### src/verilog/tbsl_pkg.sv
// Package for the tile boot and security loader.
// Holds register offsets, security bit positions, image constants and timing counts.
package tbsl_pkg;

  // ----------------------------------------------------------------
  // Timing
  // ----------------------------------------------------------------
  localparam int unsigned CLK_MHZ = 100;
  localparam int unsigned RST_SEQ_US = 15;
  localparam int unsigned RST_SEQ_CYC = RST_SEQ_US * CLK_MHZ;
  localparam int unsigned RST_CNT_W = 12;

  // ----------------------------------------------------------------
  // Boot image
  // ----------------------------------------------------------------
  localparam logic [31:0] CRC_SKIP = 32'h0D15AB1E;
  localparam logic [31:0] CRC_POLY = 32'hEDB88320;
  localparam logic [31:0] CRC_INIT = 32'hFFFFFFFF;
  localparam logic [15:0] BOOT_BASE = 16'h0000;
  localparam logic [15:0] OTP_SEC_ADDR = 16'h0800;

  // ----------------------------------------------------------------
  // One-time array shape
  // ----------------------------------------------------------------
  localparam int unsigned OTP_SECTORS = 4;
  localparam int unsigned OTP_ROWS = 512;
  localparam int unsigned OTP_ROW_W = 9;
  localparam int unsigned OTP_SEC_W = 2;

  // ----------------------------------------------------------------
  // Security register bits
  // ----------------------------------------------------------------
  localparam int unsigned SB_NO_JTAG = 0;
  localparam int unsigned SB_NO_LINK = 1;
  localparam int unsigned SB_SEC_BOOT = 5;
  localparam int unsigned SB_REDUND = 7;
  localparam int unsigned SB_LOCK0 = 8;
  localparam int unsigned SB_MASTER = 12;
  localparam int unsigned SB_NO_JOTP = 13;
  localparam int unsigned SB_NO_DBG = 14;
  localparam int unsigned SB_USER_LO = 15;
  localparam int unsigned SB_USER_HI = 21;
  localparam int unsigned SB_UID_LO = 22;
  localparam int unsigned SB_UID_HI = 31;

  // ----------------------------------------------------------------
  // Programming port identifiers
  // ----------------------------------------------------------------
  localparam logic [23:0] PID_OTP_ADDR = 24'h100200;
  localparam logic [23:0] PID_OTP_DATA = 24'h200100;
  localparam logic [23:0] PID_OTP_CTRL = 24'h100300;

  // ----------------------------------------------------------------
  // Wishbone register map (byte addresses)
  // ----------------------------------------------------------------
  localparam logic [7:0] REG_SECURITY = 8'h00;
  localparam logic [7:0] REG_STATUS = 8'h04;
  localparam logic [7:0] REG_OTP_ADDR = 8'h08;
  localparam logic [7:0] REG_OTP_DATA = 8'h0C;
  localparam logic [7:0] REG_OTP_CTRL = 8'h10;
  localparam logic [7:0] REG_BOOT_LEN = 8'h14;
  localparam int unsigned CTRL_GO = 0;
  localparam int unsigned CTRL_TO_SEC = 1;
  localparam int unsigned CTRL_CLR = 2;
  localparam int unsigned ST_CRC_ERR = 4;
  localparam int unsigned ST_DENY = 5;
  localparam int unsigned ST_LOADED = 6;
  localparam int unsigned ST_RUN = 7;

  typedef enum {
    TBSL_HOLD, TBSL_RSTSEQ, TBSL_SEC, TBSL_LEN, TBSL_PRG, TBSL_TRL, TBSL_RUN, TBSL_FAIL
  } tbsl_state_t;

endpackage
### src/verilog/tbsl_crc32.sv
// Word-wide CRC-32 engine, bytes taken least significant first.
// Assumes one data word per enable pulse; init and enable never together.
`timescale 1ns/100ps
`default_nettype none
module tbsl_crc32 (
  input wire logic clk_i, // system clock
  input wire logic rst_i, // synchronous reset
  input wire logic init_i, // reload the seed
  input wire logic en_i, // absorb one word
  input wire logic [31:0] data_i, // word, first byte in bits 7:0
  output logic [31:0] crc_o // inverted remainder
);
  logic [31:0] crc_reg;
  logic [31:0] crc_next;

  always_comb begin
    crc_next = crc_reg;
    for (int i = 0; i < 32; i++) begin
      if (crc_next[0] ^ data_i[i]) begin
        crc_next = (crc_next >> 1) ^ tbsl_pkg::CRC_POLY;
      end else begin
        crc_next = crc_next >> 1;
      end
    end
  end

  always_ff @(posedge clk_i) begin
    if (rst_i || init_i) begin
      crc_reg <= tbsl_pkg::CRC_INIT;
    end else if (en_i) begin
      crc_reg <= crc_next;
    end
  end

  assign crc_o = ~crc_reg;
endmodule
`default_nettype wire

### src/verilog/tbsl_loader.sv
// Tile boot and security loader: reset sequence, security load, image boot, OTP guard.
// Assumes a word source (flash or OTP) answering a held read with a one-cycle valid.
//
// The Wishbone register port and the register offsets are this design's own decisions.
`timescale 1ns/100ps
`default_nettype none
module tbsl_loader #(
  parameter int unsigned RAM_AW = 16
) (
  input wire logic clk_i, // 100 MHz clock
  input wire logic rst_i, // synchronous reset
  input wire logic chip_rst_n_i, // chip reset pin, low holds
  output logic gpio_pulldown_o, // pull-down enable on GPIO
  // Wishbone slave
  input wire logic wb_cyc_i, // cycle
  input wire logic wb_stb_i, // strobe
  input wire logic wb_we_i, // write enable
  input wire logic [7:0] wb_adr_i, // byte address
  input wire logic [3:0] wb_sel_i, // byte selects
  input wire logic [31:0] wb_dat_i, // write data
  output logic [31:0] wb_dat_o, // read data
  output logic wb_ack_o, // acknowledge
  // Boot word source
  output logic src_rd_o, // read request, held to valid
  output logic src_otp_o, // 1 OTP, 0 flash
  output logic [15:0] src_addr_o, // word address
  input wire logic src_valid_i, // word present, one cycle
  input wire logic [31:0] src_data_i, // word, first byte low
  // SRAM load port
  output logic ram_we_o, // write strobe
  output logic [RAM_AW-1:0] ram_addr_o, // word address
  output logic [31:0] ram_data_o, // word
  output logic cpu_run_o, // start processor
  output logic [RAM_AW-1:0] cpu_pc_o, // start word address
  // OTP programming
  output logic otp_prog_o, // program pulse
  output logic otp_prog_sec_o, // target is security register
  output logic [15:0] otp_prog_addr_o, // row address
  output logic [31:0] otp_prog_data_o, // row data
  // Security features
  output logic jtag_block_o, // block scan access to tile
  output logic link_block_o, // block switch access
  output logic otp_redund_o, // redundant rows on
  output logic jtag_otp_block_o, // block scan access to OTP
  output logic debug_pin_off_o, // debug sync pin disabled
  output logic [9:0] user_id_o // test-port user code extension
);
  // Refused at elaboration: the word source address is only 16 bits wide
  if (RAM_AW < 2 || RAM_AW > 16) begin : g_aw_check
    $error("RAM_AW must lie in 2..16");
  end

  // ----------------------------------------------------------------
  // Boot state machine
  // ----------------------------------------------------------------
  tbsl_pkg::tbsl_state_t state_reg;
  logic [tbsl_pkg::RST_CNT_W-1:0] cnt_reg;
  logic [31:0] sec_reg;
  logic loaded_reg;
  logic [31:0] len_reg;
  logic [31:0] left_reg;
  logic crc_err_reg;
  logic [31:0] crc_val;
  logic crc_init;
  logic crc_en;
  logic take;
  logic fetching;

  assign take = src_rd_o && src_valid_i;
  assign fetching = state_reg == tbsl_pkg::TBSL_SEC || state_reg == tbsl_pkg::TBSL_LEN ||
                    state_reg == tbsl_pkg::TBSL_PRG || state_reg == tbsl_pkg::TBSL_TRL;
  assign crc_init = state_reg == tbsl_pkg::TBSL_SEC && take;
  // Trailer word is excluded from the sum
  assign crc_en = take && (state_reg == tbsl_pkg::TBSL_LEN ||
                           state_reg == tbsl_pkg::TBSL_PRG);

  tbsl_crc32 u_crc (
    .clk_i(clk_i),
    .rst_i(rst_i),
    .init_i(crc_init),
    .en_i(crc_en),
    .data_i(src_data_i),
    .crc_o(crc_val)
  );

  always_ff @(posedge clk_i) begin
    if (rst_i || !chip_rst_n_i) begin
      state_reg <= tbsl_pkg::TBSL_HOLD;
      cnt_reg <= '0;
    end else begin
      case (state_reg)
        tbsl_pkg::TBSL_HOLD: begin
          state_reg <= tbsl_pkg::TBSL_RSTSEQ;
          cnt_reg <= '0;
        end
        tbsl_pkg::TBSL_RSTSEQ: begin
          cnt_reg <= cnt_reg + 1'b1;
          if (cnt_reg == tbsl_pkg::RST_CNT_W'(tbsl_pkg::RST_SEQ_CYC - 1)) begin
            state_reg <= tbsl_pkg::TBSL_SEC;
          end
        end
        tbsl_pkg::TBSL_SEC: if (take) state_reg <= tbsl_pkg::TBSL_LEN;
        tbsl_pkg::TBSL_LEN: begin
          if (take) begin
            // Image larger than RAM cannot be placed
            if (src_data_i > 32'(1 << RAM_AW)) begin
              state_reg <= tbsl_pkg::TBSL_FAIL;
            end else if (src_data_i == 32'h00000000) begin
              state_reg <= tbsl_pkg::TBSL_TRL;
            end else begin
              state_reg <= tbsl_pkg::TBSL_PRG;
            end
          end
        end
        tbsl_pkg::TBSL_PRG: begin
          if (take && left_reg == 32'h00000001) state_reg <= tbsl_pkg::TBSL_TRL;
        end
        tbsl_pkg::TBSL_TRL: begin
          if (take) begin
            if (src_data_i == tbsl_pkg::CRC_SKIP || src_data_i == crc_val) begin
              state_reg <= tbsl_pkg::TBSL_RUN;
            end else begin
              state_reg <= tbsl_pkg::TBSL_FAIL;
            end
          end
        end
        tbsl_pkg::TBSL_RUN: state_reg <= tbsl_pkg::TBSL_RUN;
        tbsl_pkg::TBSL_FAIL: state_reg <= tbsl_pkg::TBSL_FAIL;
        default: state_reg <= tbsl_pkg::TBSL_HOLD;
      endcase
    end
  end

  // ----------------------------------------------------------------
  // Source fetch and RAM load
  // ----------------------------------------------------------------
  always_ff @(posedge clk_i) begin
    if (rst_i || !chip_rst_n_i) begin
      src_rd_o <= 1'b0;
      src_otp_o <= 1'b1;
      src_addr_o <= tbsl_pkg::OTP_SEC_ADDR;
      ram_we_o <= 1'b0;
      ram_addr_o <= '0;
      ram_data_o <= '0;
      len_reg <= '0;
      left_reg <= '0;
    end else begin
      ram_we_o <= 1'b0;
      if (take) begin
        src_rd_o <= 1'b0;
      end else if (fetching) begin
        src_rd_o <= 1'b1;
      end
      if (take) begin
        case (state_reg)
          tbsl_pkg::TBSL_SEC: begin
            // OTP boot replaces the flash image; the flash image is then not loaded
            src_otp_o <= src_data_i[tbsl_pkg::SB_SEC_BOOT];
            src_addr_o <= tbsl_pkg::BOOT_BASE;
          end
          tbsl_pkg::TBSL_LEN: begin
            len_reg <= src_data_i;
            left_reg <= src_data_i;
            src_addr_o <= src_addr_o + 16'h0001;
            ram_addr_o <= '0;
          end
          tbsl_pkg::TBSL_PRG: begin
            ram_we_o <= 1'b1;
            ram_data_o <= src_data_i;
            left_reg <= left_reg - 32'h00000001;
            src_addr_o <= src_addr_o + 16'h0001;
          end
          default: begin
            src_addr_o <= src_addr_o;
          end
        endcase
      end
      if (ram_we_o) begin
        ram_addr_o <= ram_addr_o + 1'b1;
      end
    end
  end

  // ----------------------------------------------------------------
  // Security register and run control
  // ----------------------------------------------------------------
  always_ff @(posedge clk_i) begin
    if (rst_i) begin
      sec_reg <= '0;
      loaded_reg <= 1'b0;
      cpu_run_o <= 1'b0;
      cpu_pc_o <= '0;
      crc_err_reg <= 1'b0;
      gpio_pulldown_o <= 1'b1;
    end else begin
      gpio_pulldown_o <= !chip_rst_n_i;
      if (!chip_rst_n_i) begin
        loaded_reg <= 1'b0;
        cpu_run_o <= 1'b0;
        crc_err_reg <= 1'b0;
      end else begin
        if (state_reg == tbsl_pkg::TBSL_SEC && take) begin
          sec_reg <= src_data_i;
          loaded_reg <= 1'b1;
        end
        if (state_reg == tbsl_pkg::TBSL_TRL && take) begin
          cpu_run_o <= src_data_i == tbsl_pkg::CRC_SKIP || src_data_i == crc_val;
          crc_err_reg <= src_data_i != tbsl_pkg::CRC_SKIP && src_data_i != crc_val;
          cpu_pc_o <= '0;
        end
      end
    end
  end

  // Restrictive until the register is loaded, so nothing leaks during boot
  always_ff @(posedge clk_i) begin
    if (rst_i) begin
      jtag_block_o <= 1'b1;
      link_block_o <= 1'b1;
      otp_redund_o <= 1'b0;
      jtag_otp_block_o <= 1'b1;
      debug_pin_off_o <= 1'b1;
      user_id_o <= '0;
    end else begin
      jtag_block_o <= !loaded_reg || sec_reg[tbsl_pkg::SB_NO_JTAG];
      link_block_o <= !loaded_reg || sec_reg[tbsl_pkg::SB_NO_LINK];
      otp_redund_o <= loaded_reg && sec_reg[tbsl_pkg::SB_REDUND];
      jtag_otp_block_o <= !loaded_reg || sec_reg[tbsl_pkg::SB_NO_JOTP];
      debug_pin_off_o <= !loaded_reg || sec_reg[tbsl_pkg::SB_NO_DBG];
      user_id_o <= sec_reg[tbsl_pkg::SB_UID_HI:tbsl_pkg::SB_UID_LO];
    end
  end

  // ----------------------------------------------------------------
  // Wishbone registers and OTP programming
  // ----------------------------------------------------------------
  logic [15:0] prg_addr_reg;
  logic [31:0] prg_data_reg;
  logic deny_reg;
  logic wb_hit;
  logic wb_wr;
  logic go;
  logic to_sec;
  logic [tbsl_pkg::OTP_SEC_W-1:0] sector;
  logic refuse;

  assign wb_hit = wb_cyc_i && wb_stb_i && !wb_ack_o;
  assign wb_wr = wb_hit && wb_we_i && wb_sel_i[0];
  assign go = wb_wr && wb_adr_i == tbsl_pkg::REG_OTP_CTRL && wb_dat_i[tbsl_pkg::CTRL_GO];
  assign to_sec = wb_dat_i[tbsl_pkg::CTRL_TO_SEC];
  assign sector = prg_addr_reg[tbsl_pkg::OTP_ROW_W +: tbsl_pkg::OTP_SEC_W];
  assign refuse = !loaded_reg || sec_reg[tbsl_pkg::SB_MASTER] ||
                  (!to_sec && (prg_addr_reg >= 16'(tbsl_pkg::OTP_SECTORS * tbsl_pkg::OTP_ROWS) ||
                   sec_reg[tbsl_pkg::SB_LOCK0 + 32'(sector)]));

  always_ff @(posedge clk_i) begin
    if (rst_i) begin
      wb_ack_o <= 1'b0;
      wb_dat_o <= '0;
    end else begin
      wb_ack_o <= wb_hit;
      if (wb_hit && !wb_we_i) begin
        case (wb_adr_i)
          tbsl_pkg::REG_SECURITY: wb_dat_o <= sec_reg;
          tbsl_pkg::REG_STATUS: wb_dat_o <= {24'h000000, cpu_run_o, loaded_reg, deny_reg,
                                             crc_err_reg, 4'(state_reg)};
          tbsl_pkg::REG_OTP_ADDR: wb_dat_o <= {16'h0000, prg_addr_reg};
          tbsl_pkg::REG_OTP_DATA: wb_dat_o <= prg_data_reg;
          tbsl_pkg::REG_BOOT_LEN: wb_dat_o <= len_reg;
          default: wb_dat_o <= 32'h00000000;
        endcase
      end
    end
  end

  // Port identities live in the package; software sees them as offsets here
  always_ff @(posedge clk_i) begin
    if (rst_i) begin
      prg_addr_reg <= '0;
      prg_data_reg <= '0;
      deny_reg <= 1'b0;
      otp_prog_o <= 1'b0;
      otp_prog_sec_o <= 1'b0;
      otp_prog_addr_o <= '0;
      otp_prog_data_o <= '0;
    end else begin
      otp_prog_o <= 1'b0;
      if (wb_wr && wb_adr_i == tbsl_pkg::REG_OTP_ADDR) begin
        prg_addr_reg <= wb_dat_i[15:0];
      end
      if (wb_hit && wb_we_i && wb_adr_i == tbsl_pkg::REG_OTP_DATA) begin
        for (int b = 0; b < 4; b++) begin
          if (wb_sel_i[b]) prg_data_reg[b*8 +: 8] <= wb_dat_i[b*8 +: 8];
        end
      end
      if (go && !refuse) begin
        otp_prog_o <= 1'b1;
        otp_prog_sec_o <= to_sec;
        otp_prog_addr_o <= prg_addr_reg;
        otp_prog_data_o <= prg_data_reg;
      end
      // A new refusal beats a clear in the same write
      if (go && refuse) begin
        deny_reg <= 1'b1;
      end else if (wb_wr && wb_adr_i == tbsl_pkg::REG_OTP_CTRL &&
                   wb_dat_i[tbsl_pkg::CTRL_CLR]) begin
        deny_reg <= 1'b0;
      end
    end
  end
endmodule
`default_nettype wire

### config.mk
export PLATFORM = sky130hd
export DESIGN_NAME = tbsl_loader
export DESIGN_NICKNAME = d
export VERILOG_FILES = /design/src/verilog/tbsl_pkg.sv /design/src/verilog/tbsl_crc32.sv /design/src/verilog/tbsl_loader.sv
export SDC_FILE = /design/constraint.sdc
export NUM_CORES = 1
export LEC_CHECK = 0
export ABC_AREA = 1
export ABC_CLOCK_PERIOD_IN_PS = 3700
export BUFFER_PORTS_ARGS = -buffer_cell sky130_fd_sc_hd__buf_2
export CORE_MARGIN = 8
export CORE_UTILIZATION = 25
export CTS_CLUSTER_SIZE = 30
export DETAILED_ROUTE_END_ITERATION = 12
export PLACE_DENSITY = 0.44
export SLEW_MARGIN = 30
export SYNTH_ARGS = -nofsm -noshare
export SYNTH_HDL_FRONTEND = slang
export SYNTH_SLANG_ARGS = --single-unit
### constraint.sdc
create_clock -name clk_i -period 3.7 [get_ports clk_i]
set_input_delay 0.74 -clock clk_i [delete_from_list [all_inputs] [get_ports clk_i]]
set_output_delay 0.74 -clock clk_i [all_outputs]
set_load 0.01 [all_outputs]
### Word-level counts from Yosys, hierarchy flattened

Index checks and enable logic that the tools add are counted.

| storage, ports and cells | value |
|---|---|
| input bits | 83 |
| register bits after elaboration | 390 |

| operators by class | value |
|---|---|
| muxes and demuxes | 54 |
| bitwise operators | 67 |
| equality and inequality tests | 27 |
| add/subtract/negate cells | 5 |
| order comparisons | 3 |
| reduce and logical (&&, ||, !) cells | 65 |

Operators by type and width:

| operator | count |
|---|---|
| $mux 32 | 37 |
| $not 13->14 | 32 |
| $pmux 32 s8 | 1 |
| $eq 32x3->1 const B | 6 |
| $pmux 32 s5 | 1 |
| $eq 32x1->1 const B | 2 |
| $eq 32x2->1 const B | 2 |
| $eq 32x4->1 const B | 2 |
| $logic_not 32->1 | 2 |
| $pmux 32 s2 | 1 |
| $mux 16 | 3 |
| $add 16x1->16 const B | 2 |
| $eq 32x28->1 const B | 1 |
| $eq 32x32->1 | 1 |
| $gt 32x17->1 const B | 1 |
| $ne 32x28->1 const B | 1 |
| $ne 32x32->1 | 1 |
| $not 32->32 | 1 |
| $pmux 16 s2 | 1 |
| $sub 32x1->32 const B | 1 |
| $xor 1x1->1 | 32 |
| $pmux 12 s2 | 1 |
| $reduce_and 2->1 | 11 |
| $logic_and 1x1->1 | 20 |
| other kinds (19) | 58 |

### Depth between registers and ports, before layout

| logic depth | value |
|---|---|
| depth after elaboration | 64 |
| depth in mapped cells | 31 |
| mapped depth without buffers | 30 |

### Cells and area by module

A second synthesis with hierarchy kept.

| second synthesis, totals | value |
|---|---|
| cell total of the unflattened synthesis | 2999 |
| area, all modules | 20479.6 µm² |

Modules (own cells, without submodules):

| module | times used | sequential area each (µm²) | area each (µm²) | cells each |
|---|---|---|---|---|
| tbsl_loader | 1 | 6586.3 | 14247.4 | 1926 |
| tbsl_crc32 | 1 | 640.6 | 6232.2 | 1073 |

### Worst setup path before layout

No wires, ideal clock.

| path | value |
|---|---|
| kind | input port to flip-flop |
| from | input src_data_i[2] |
| to | register u_crc.crc_reg[6] |
| buffers on the path | 0 |
| setup slack | 0.629 ns |
| cell stages on the path | 27 |
| arrival time | 2.956 ns |
| cells stage by stage | inv_2 nand2_1 nand2_2 nand2_1 nand2_4 nand2_1 nand2_1 nand2_2 nand2_4 nand2_1 nand2_1 nand2_2 nand2_8 inv_4 nand2_2 nand2_4 nand2_2 nand2_4 nand2_2 inv_2 nor2_8 inv_4 nand2_4 nand2_4 or2_1 nand3_1 nand2_1 |

| on the way | value |
|---|---|
| word-level cells in the longest chain between the ends | 42 |

RTL lines:

| item | RTL line | RTL |
|---|---|---|
| from (decl) | tbsl_loader.sv:28 | `input wire logic [31:0] src_data_i,` |
| $xor 1x1->1 * | tbsl_crc32.sv:19 | `if (crc_next[0] ^ data_i[i]) begin` |
| $mux 32 * (6 in series) | tbsl_crc32.sv:19 |  |
| $xor 1x1->1 | tbsl_crc32.sv:19 |  |
| $mux 32 * (2 in series) | tbsl_crc32.sv:19 |  |
| $not 13->14 (no source line) | n/a |  |
| $mux 32 * | tbsl_crc32.sv:19 |  |
| $not 13->14 (no source line) | n/a |  |
| $mux 32 * (2 in series) | tbsl_crc32.sv:19 |  |
| (+9 left out) | n/a |  |
| parallel branches: the longest is 1 deep, another holds $xor 1x1->1 | n/a |  |
| $mux 32 * (4 in series) | tbsl_crc32.sv:19 |  |
| $not 13->14 (no source line) | n/a |  |
| $mux 32 * (6 in series) | tbsl_crc32.sv:19 |  |
| parallel branches: the longest is 1 deep, another holds $xor 1x1->1 | n/a |  |
| $mux 32 * | tbsl_crc32.sv:19 |  |
| $not 13->14 (no source line) | n/a |  |
| $mux 32 * (3 in series) | tbsl_crc32.sv:19 |  |
| to (signal assigned) | tbsl_crc32.sv:29 | `crc_reg <= tbsl_pkg::CRC_INIT;` |
| to (signal assigned) | tbsl_crc32.sv:31 | `crc_reg <= crc_next;` |
| to (decl) | tbsl_crc32.sv:13 | `logic [31:0] crc_reg;` |

Mark *: on every way between the ends.
A chain may end at the register's enable or synchronous reset.

### Final worst setup path

| path | value |
|---|---|
| from | register u_crc.crc_reg[4] |
| to | register u_crc.crc_reg[27] |

| on the way | value |
|---|---|
| word-level cells in the longest chain between the ends | 43 |

RTL lines:

| item | RTL line |
|---|---|
| $mux 32 * (4 in series) | tbsl_crc32.sv:19 |
| $xor 1x1->1 * | tbsl_crc32.sv:19 |
| $mux 32 * (2 in series) | tbsl_crc32.sv:19 |
| $not 13->14 (no source line) / $mux 32 (equally long branches) | n/a |
| $mux 32 * | tbsl_crc32.sv:19 |
| $not 13->14 (no source line) | n/a |
| $mux 32 * | tbsl_crc32.sv:19 |
| $not 13->14 (no source line) / $mux 32 (equally long branches) | n/a |
| (+17 left out) | n/a |
| parallel branches: the longest is 1 deep, another holds $xor 1x1->1 | n/a |
| $mux 32 * (6 in series) | tbsl_crc32.sv:19 |
| $xor 1x1->1 / $mux 32 (equally long branches) | tbsl_crc32.sv:19 |
| $mux 32 * | tbsl_crc32.sv:19 |
| $not 13->14 (no source line), or another cell as far along | n/a |
| $mux 32 * (2 in series) | tbsl_crc32.sv:19 |
| $not 13->14 (no source line) / $xor 1x1->1 (equally long branches) | n/a |
| $mux 32 * | tbsl_crc32.sv:19 |

Marks and branches as above.

==> metrics.cfg <==
[yosys]
synth-edff-count = 0
synth_top_area_share_pct = 36.2
yosysTopAreaCell = dfxtp_1
synth_common_cells = nand2_1, dfxtp_1, a21oi_1
netlist_top_cells_area = dfxtp_1, nand2_1, a21oi_1, o21ai_0, nand3_1
yosys.area_share.simple_pct = 29.9
ys.flop_type = dfxtp_1
yosys.area_share.adder_pct = 0.376
syn_avg_cell_area_sq_um = 6.81
ys_types = 53
synth-xor-area-share_pct = 6.53
synth_compound_area_share_pct = 18.3
syn_inst = 2929
async_flop_share_pct = 0
ys_ff_latch = 361
synthMuxAreaShare_pct = 0
synth_top_family_by_area = simple AND/OR/NAND/NOR gates
yosysMostFrequentCell = nand2_1
syn-cell-area_sq_mm = 0.0199
yosysSeqAreaShare_pct = 36.2
yosysWarnings = 0

[floorplanning]
initial_utilization_pct = 25.2
core_sq_mm = 0.0790
die_y_microns = 298
io_pins = 266
dieArea_sq_mm = 0.0891
row_count = 103
dieWidth_microns = 298

[status]
status = completed

[sta]
hold_viol = 0
slew_viol_final = 0
fin_crit_ns = 3.44
relSlewSlack_pct = 37.4
fin_hold_ws_ns = 0.431
finClkSkew_ns = 0.0299
rsz0062_at_grt = false
worst_slew_pin_slew_ns = 0.935
fmax_mhz = 291
period_share_pct = 92.9
finalSetupViolCount = 0

[cells_and_area]
final_area_sq_mm = 0.0253
regArea_sq_mm = 0.00723
area_growth_pct = 26.7
multi_input_area_sq_mm = 0.0111
fin_nets = 3430
finalNonFillerCells = 4424
layout-drive-gt1-share_pct = 21.6
fill_cells = 8685

[power]
power.density_mw_per_mm2 = 510
peakVddDrop_uv = 285
pwr-share-clk_pct = 32.9
switchingPower_mw = 4.75
power_frac_seq_pct = 30.3
power.internal_mw = 8.13
p_comb_share_pct = 36.8
sw_frac_of_total_pct = 36.9
p_leak_nw = 11.5

[global_route]
grt_first_pass_wirelength_microns = 127000
grt_overflow = 0
grt_pass1_vias = 19600
grt_max_degree = 84
grt_usage_pct = 18.4
antenna_found_initial = 8

[critical_path]
crit_path_end = u_crc.crc_reg[27]
required_ns = 4.22
start_kind = register
r2r_start = u_crc.crc_reg[4]
worstSetupPathType = register to register
end_kind = register
r2r.worst_path.cells = 27
crit_fanout = 7
r2r-end = u_crc.crc_reg[27]
crit_arrival_ns = 3.96
reg2reg_slack_ns = 0.26
worstSetupStartpoint = u_crc.crc_reg[4]

[clock_tree]
cts-root-buf = clkbuf_16
clk_path_buf_depth = 3
ctsHoldBuffers = 0
clk_pin_slew_ns = 0.06
htreeDepth = 2
clock-sinks = 361
post_cts_buffers = 0
cts_tree = yes
cts_buffers = 43
cts_resized = 0
clk_latency_ns = 0.58

[placement]
place.gp.congestion = 0.911
port_buffers = 249
place_inst = 4346
dpl.hpwl_microns = 67400
placed_cell_area_sq_mm = 0.0239

[routing]
ant_nets = 0
drc = 0
routedWlPerCell_microns = 19.3
firstDrtPassIters = 5
routed_via_density = 4.65
drt_iter0_drc = 1429
routed_wirelength_microns = 85400
via_count = 20600

[run]
cap_violations = 0

[min_path]
hold_class = input port to register

worst max-delay path, stage by stage, from the launching register on:
cell	delay, ns
dfxtp_1	0.46
inv_1	0.09
nand2_1	0.08
nand2_1	0.16
nand2_1	0.12
nand2_1	0.15
inv_1	0.17
nand3_2	0.16
nand2_4	0.16
nand2_1	0.06
nand2_1	0.07
nand2_2	0.10
nand2_8	0.09
buf_4	0.16
nand3_2	0.14
nand3_1	0.17
nand2_4	0.08
nand2_2	0.06
inv_2	0.05
nor2_8	0.18
inv_4	0.08
nand2_4	0.07
nand2_4	0.08
inv_2	0.13
nand2_1	0.09
nand2_1	0.06
nand3_1	0.06
nand3_1	0.08
area by class of cell:
| cell class | instances | share of cell area, % |
|---|---|---|
| Multi-Input combinational cell | 2159 | 43.9 |
| Sequential cell | 361 | 28.6 |
| Timing Repair Buffer | 483 | 12.3 |
| Tap cell | 1050 | 5.20 |
| Clock buffer | 59 | 4.85 |
| Inverter | 293 | 4.39 |
| Clock inverter | 17 | 0.664 |
| Antenna cell | 2 | 0.0198 |
per-stage QoR:
stage          worst slack, ns  power, mW  setup TNS (ns)  utilization [%]
4_1_cts                  0.301       13.0               0             32.0
5_1_grt                 0.0310       13.6               0             32.0
3_5_place_dp            -0.135       8.71           -1.71             30.2
2_1_floorplan            0.629       6.85               0                -
3_3_place_gp            -0.173       8.74           -1.60             30.2
6_report                 0.262       12.9               0             32.0
layout by cell type (no fill, tap or decap), types with 8 or more instances in the layout:
cell	synthesis	layout
o21ai_1	10	10
nand3b_1	8	8
buf_2	2	249
nand3_2	8	8
inv_2	37	38
o221ai_1	10	10
a211oi_1	12	12
a221oi_1	14	14
nand2_1	723	721
clkinv_2	0	10
nand4_1	24	24
nor3_1	25	23
inv_1	251	249
a31oi_1	10	10
clkbuf_16	0	43
nor4_1	22	22
xnor2_1	36	36
conb_1	1	16
buf_12	0	9
clkbuf_8	0	9
nand2_4	30	30
buf_4	18	225
xor2_1	107	107
a21oi_1	312	312
o21ai_0	274	274
nand2_2	70	72
dfxtp_1	361	361
nand3_1	203	203
nor2_1	177	172
metal layers:
layer  up-vias  track usage [%]  routed length [microns]
li1      10400                -                        -
met1      9468             25.0                    39500
met2       552             29.2                    37800
met3       117             3.41                     5250
met4         8             5.69                     2800
met5         -                0                       51
cell families after synthesis:
group                    after synthesis
AND/OR/NAND/NOR                     1310
AO/OA/AOI/OAI                        681
buffers and inverters                424
flip-flops                           361
XOR/XNOR                             146
adder cells (fa/ha/maj)                6
other                                  1
power groups by stage:
stage / registers, mW / clock network, mW / logic, mW
after global routing: 3.90 / 4.52 / 5.17
after global placement: 3.99 / 0 / 4.75
after detailed placement: 3.99 / 0 / 4.72
after floorplan: 3.99 / 0 / 2.86
final: 3.90 / 4.24 / 4.73
after CTS: 3.90 / 4.37 / 4.75
worst min-delay path by stage:
stage / from / endpoint / slack, ns / cells after the start
4_1_cts: wb_dat_i[4] / prg_addr_reg[4] / 0.40 / 3
5_1_grt: wb_dat_i[9] / prg_addr_reg[9] / 0.43 / 3
2_1_floorplan: sec_reg[1] / link_block_o / 0.41 / 2
6_report: wb_dat_i[7] / prg_data_reg[7] / 0.43 / 3
3_5_place_dp: sec_reg[4] / sec_reg[4] / 0.45 / 2
3_3_place_gp: sec_reg[4] / sec_reg[4] / 0.44 / 2
Power figures use the tool's default switching activity.
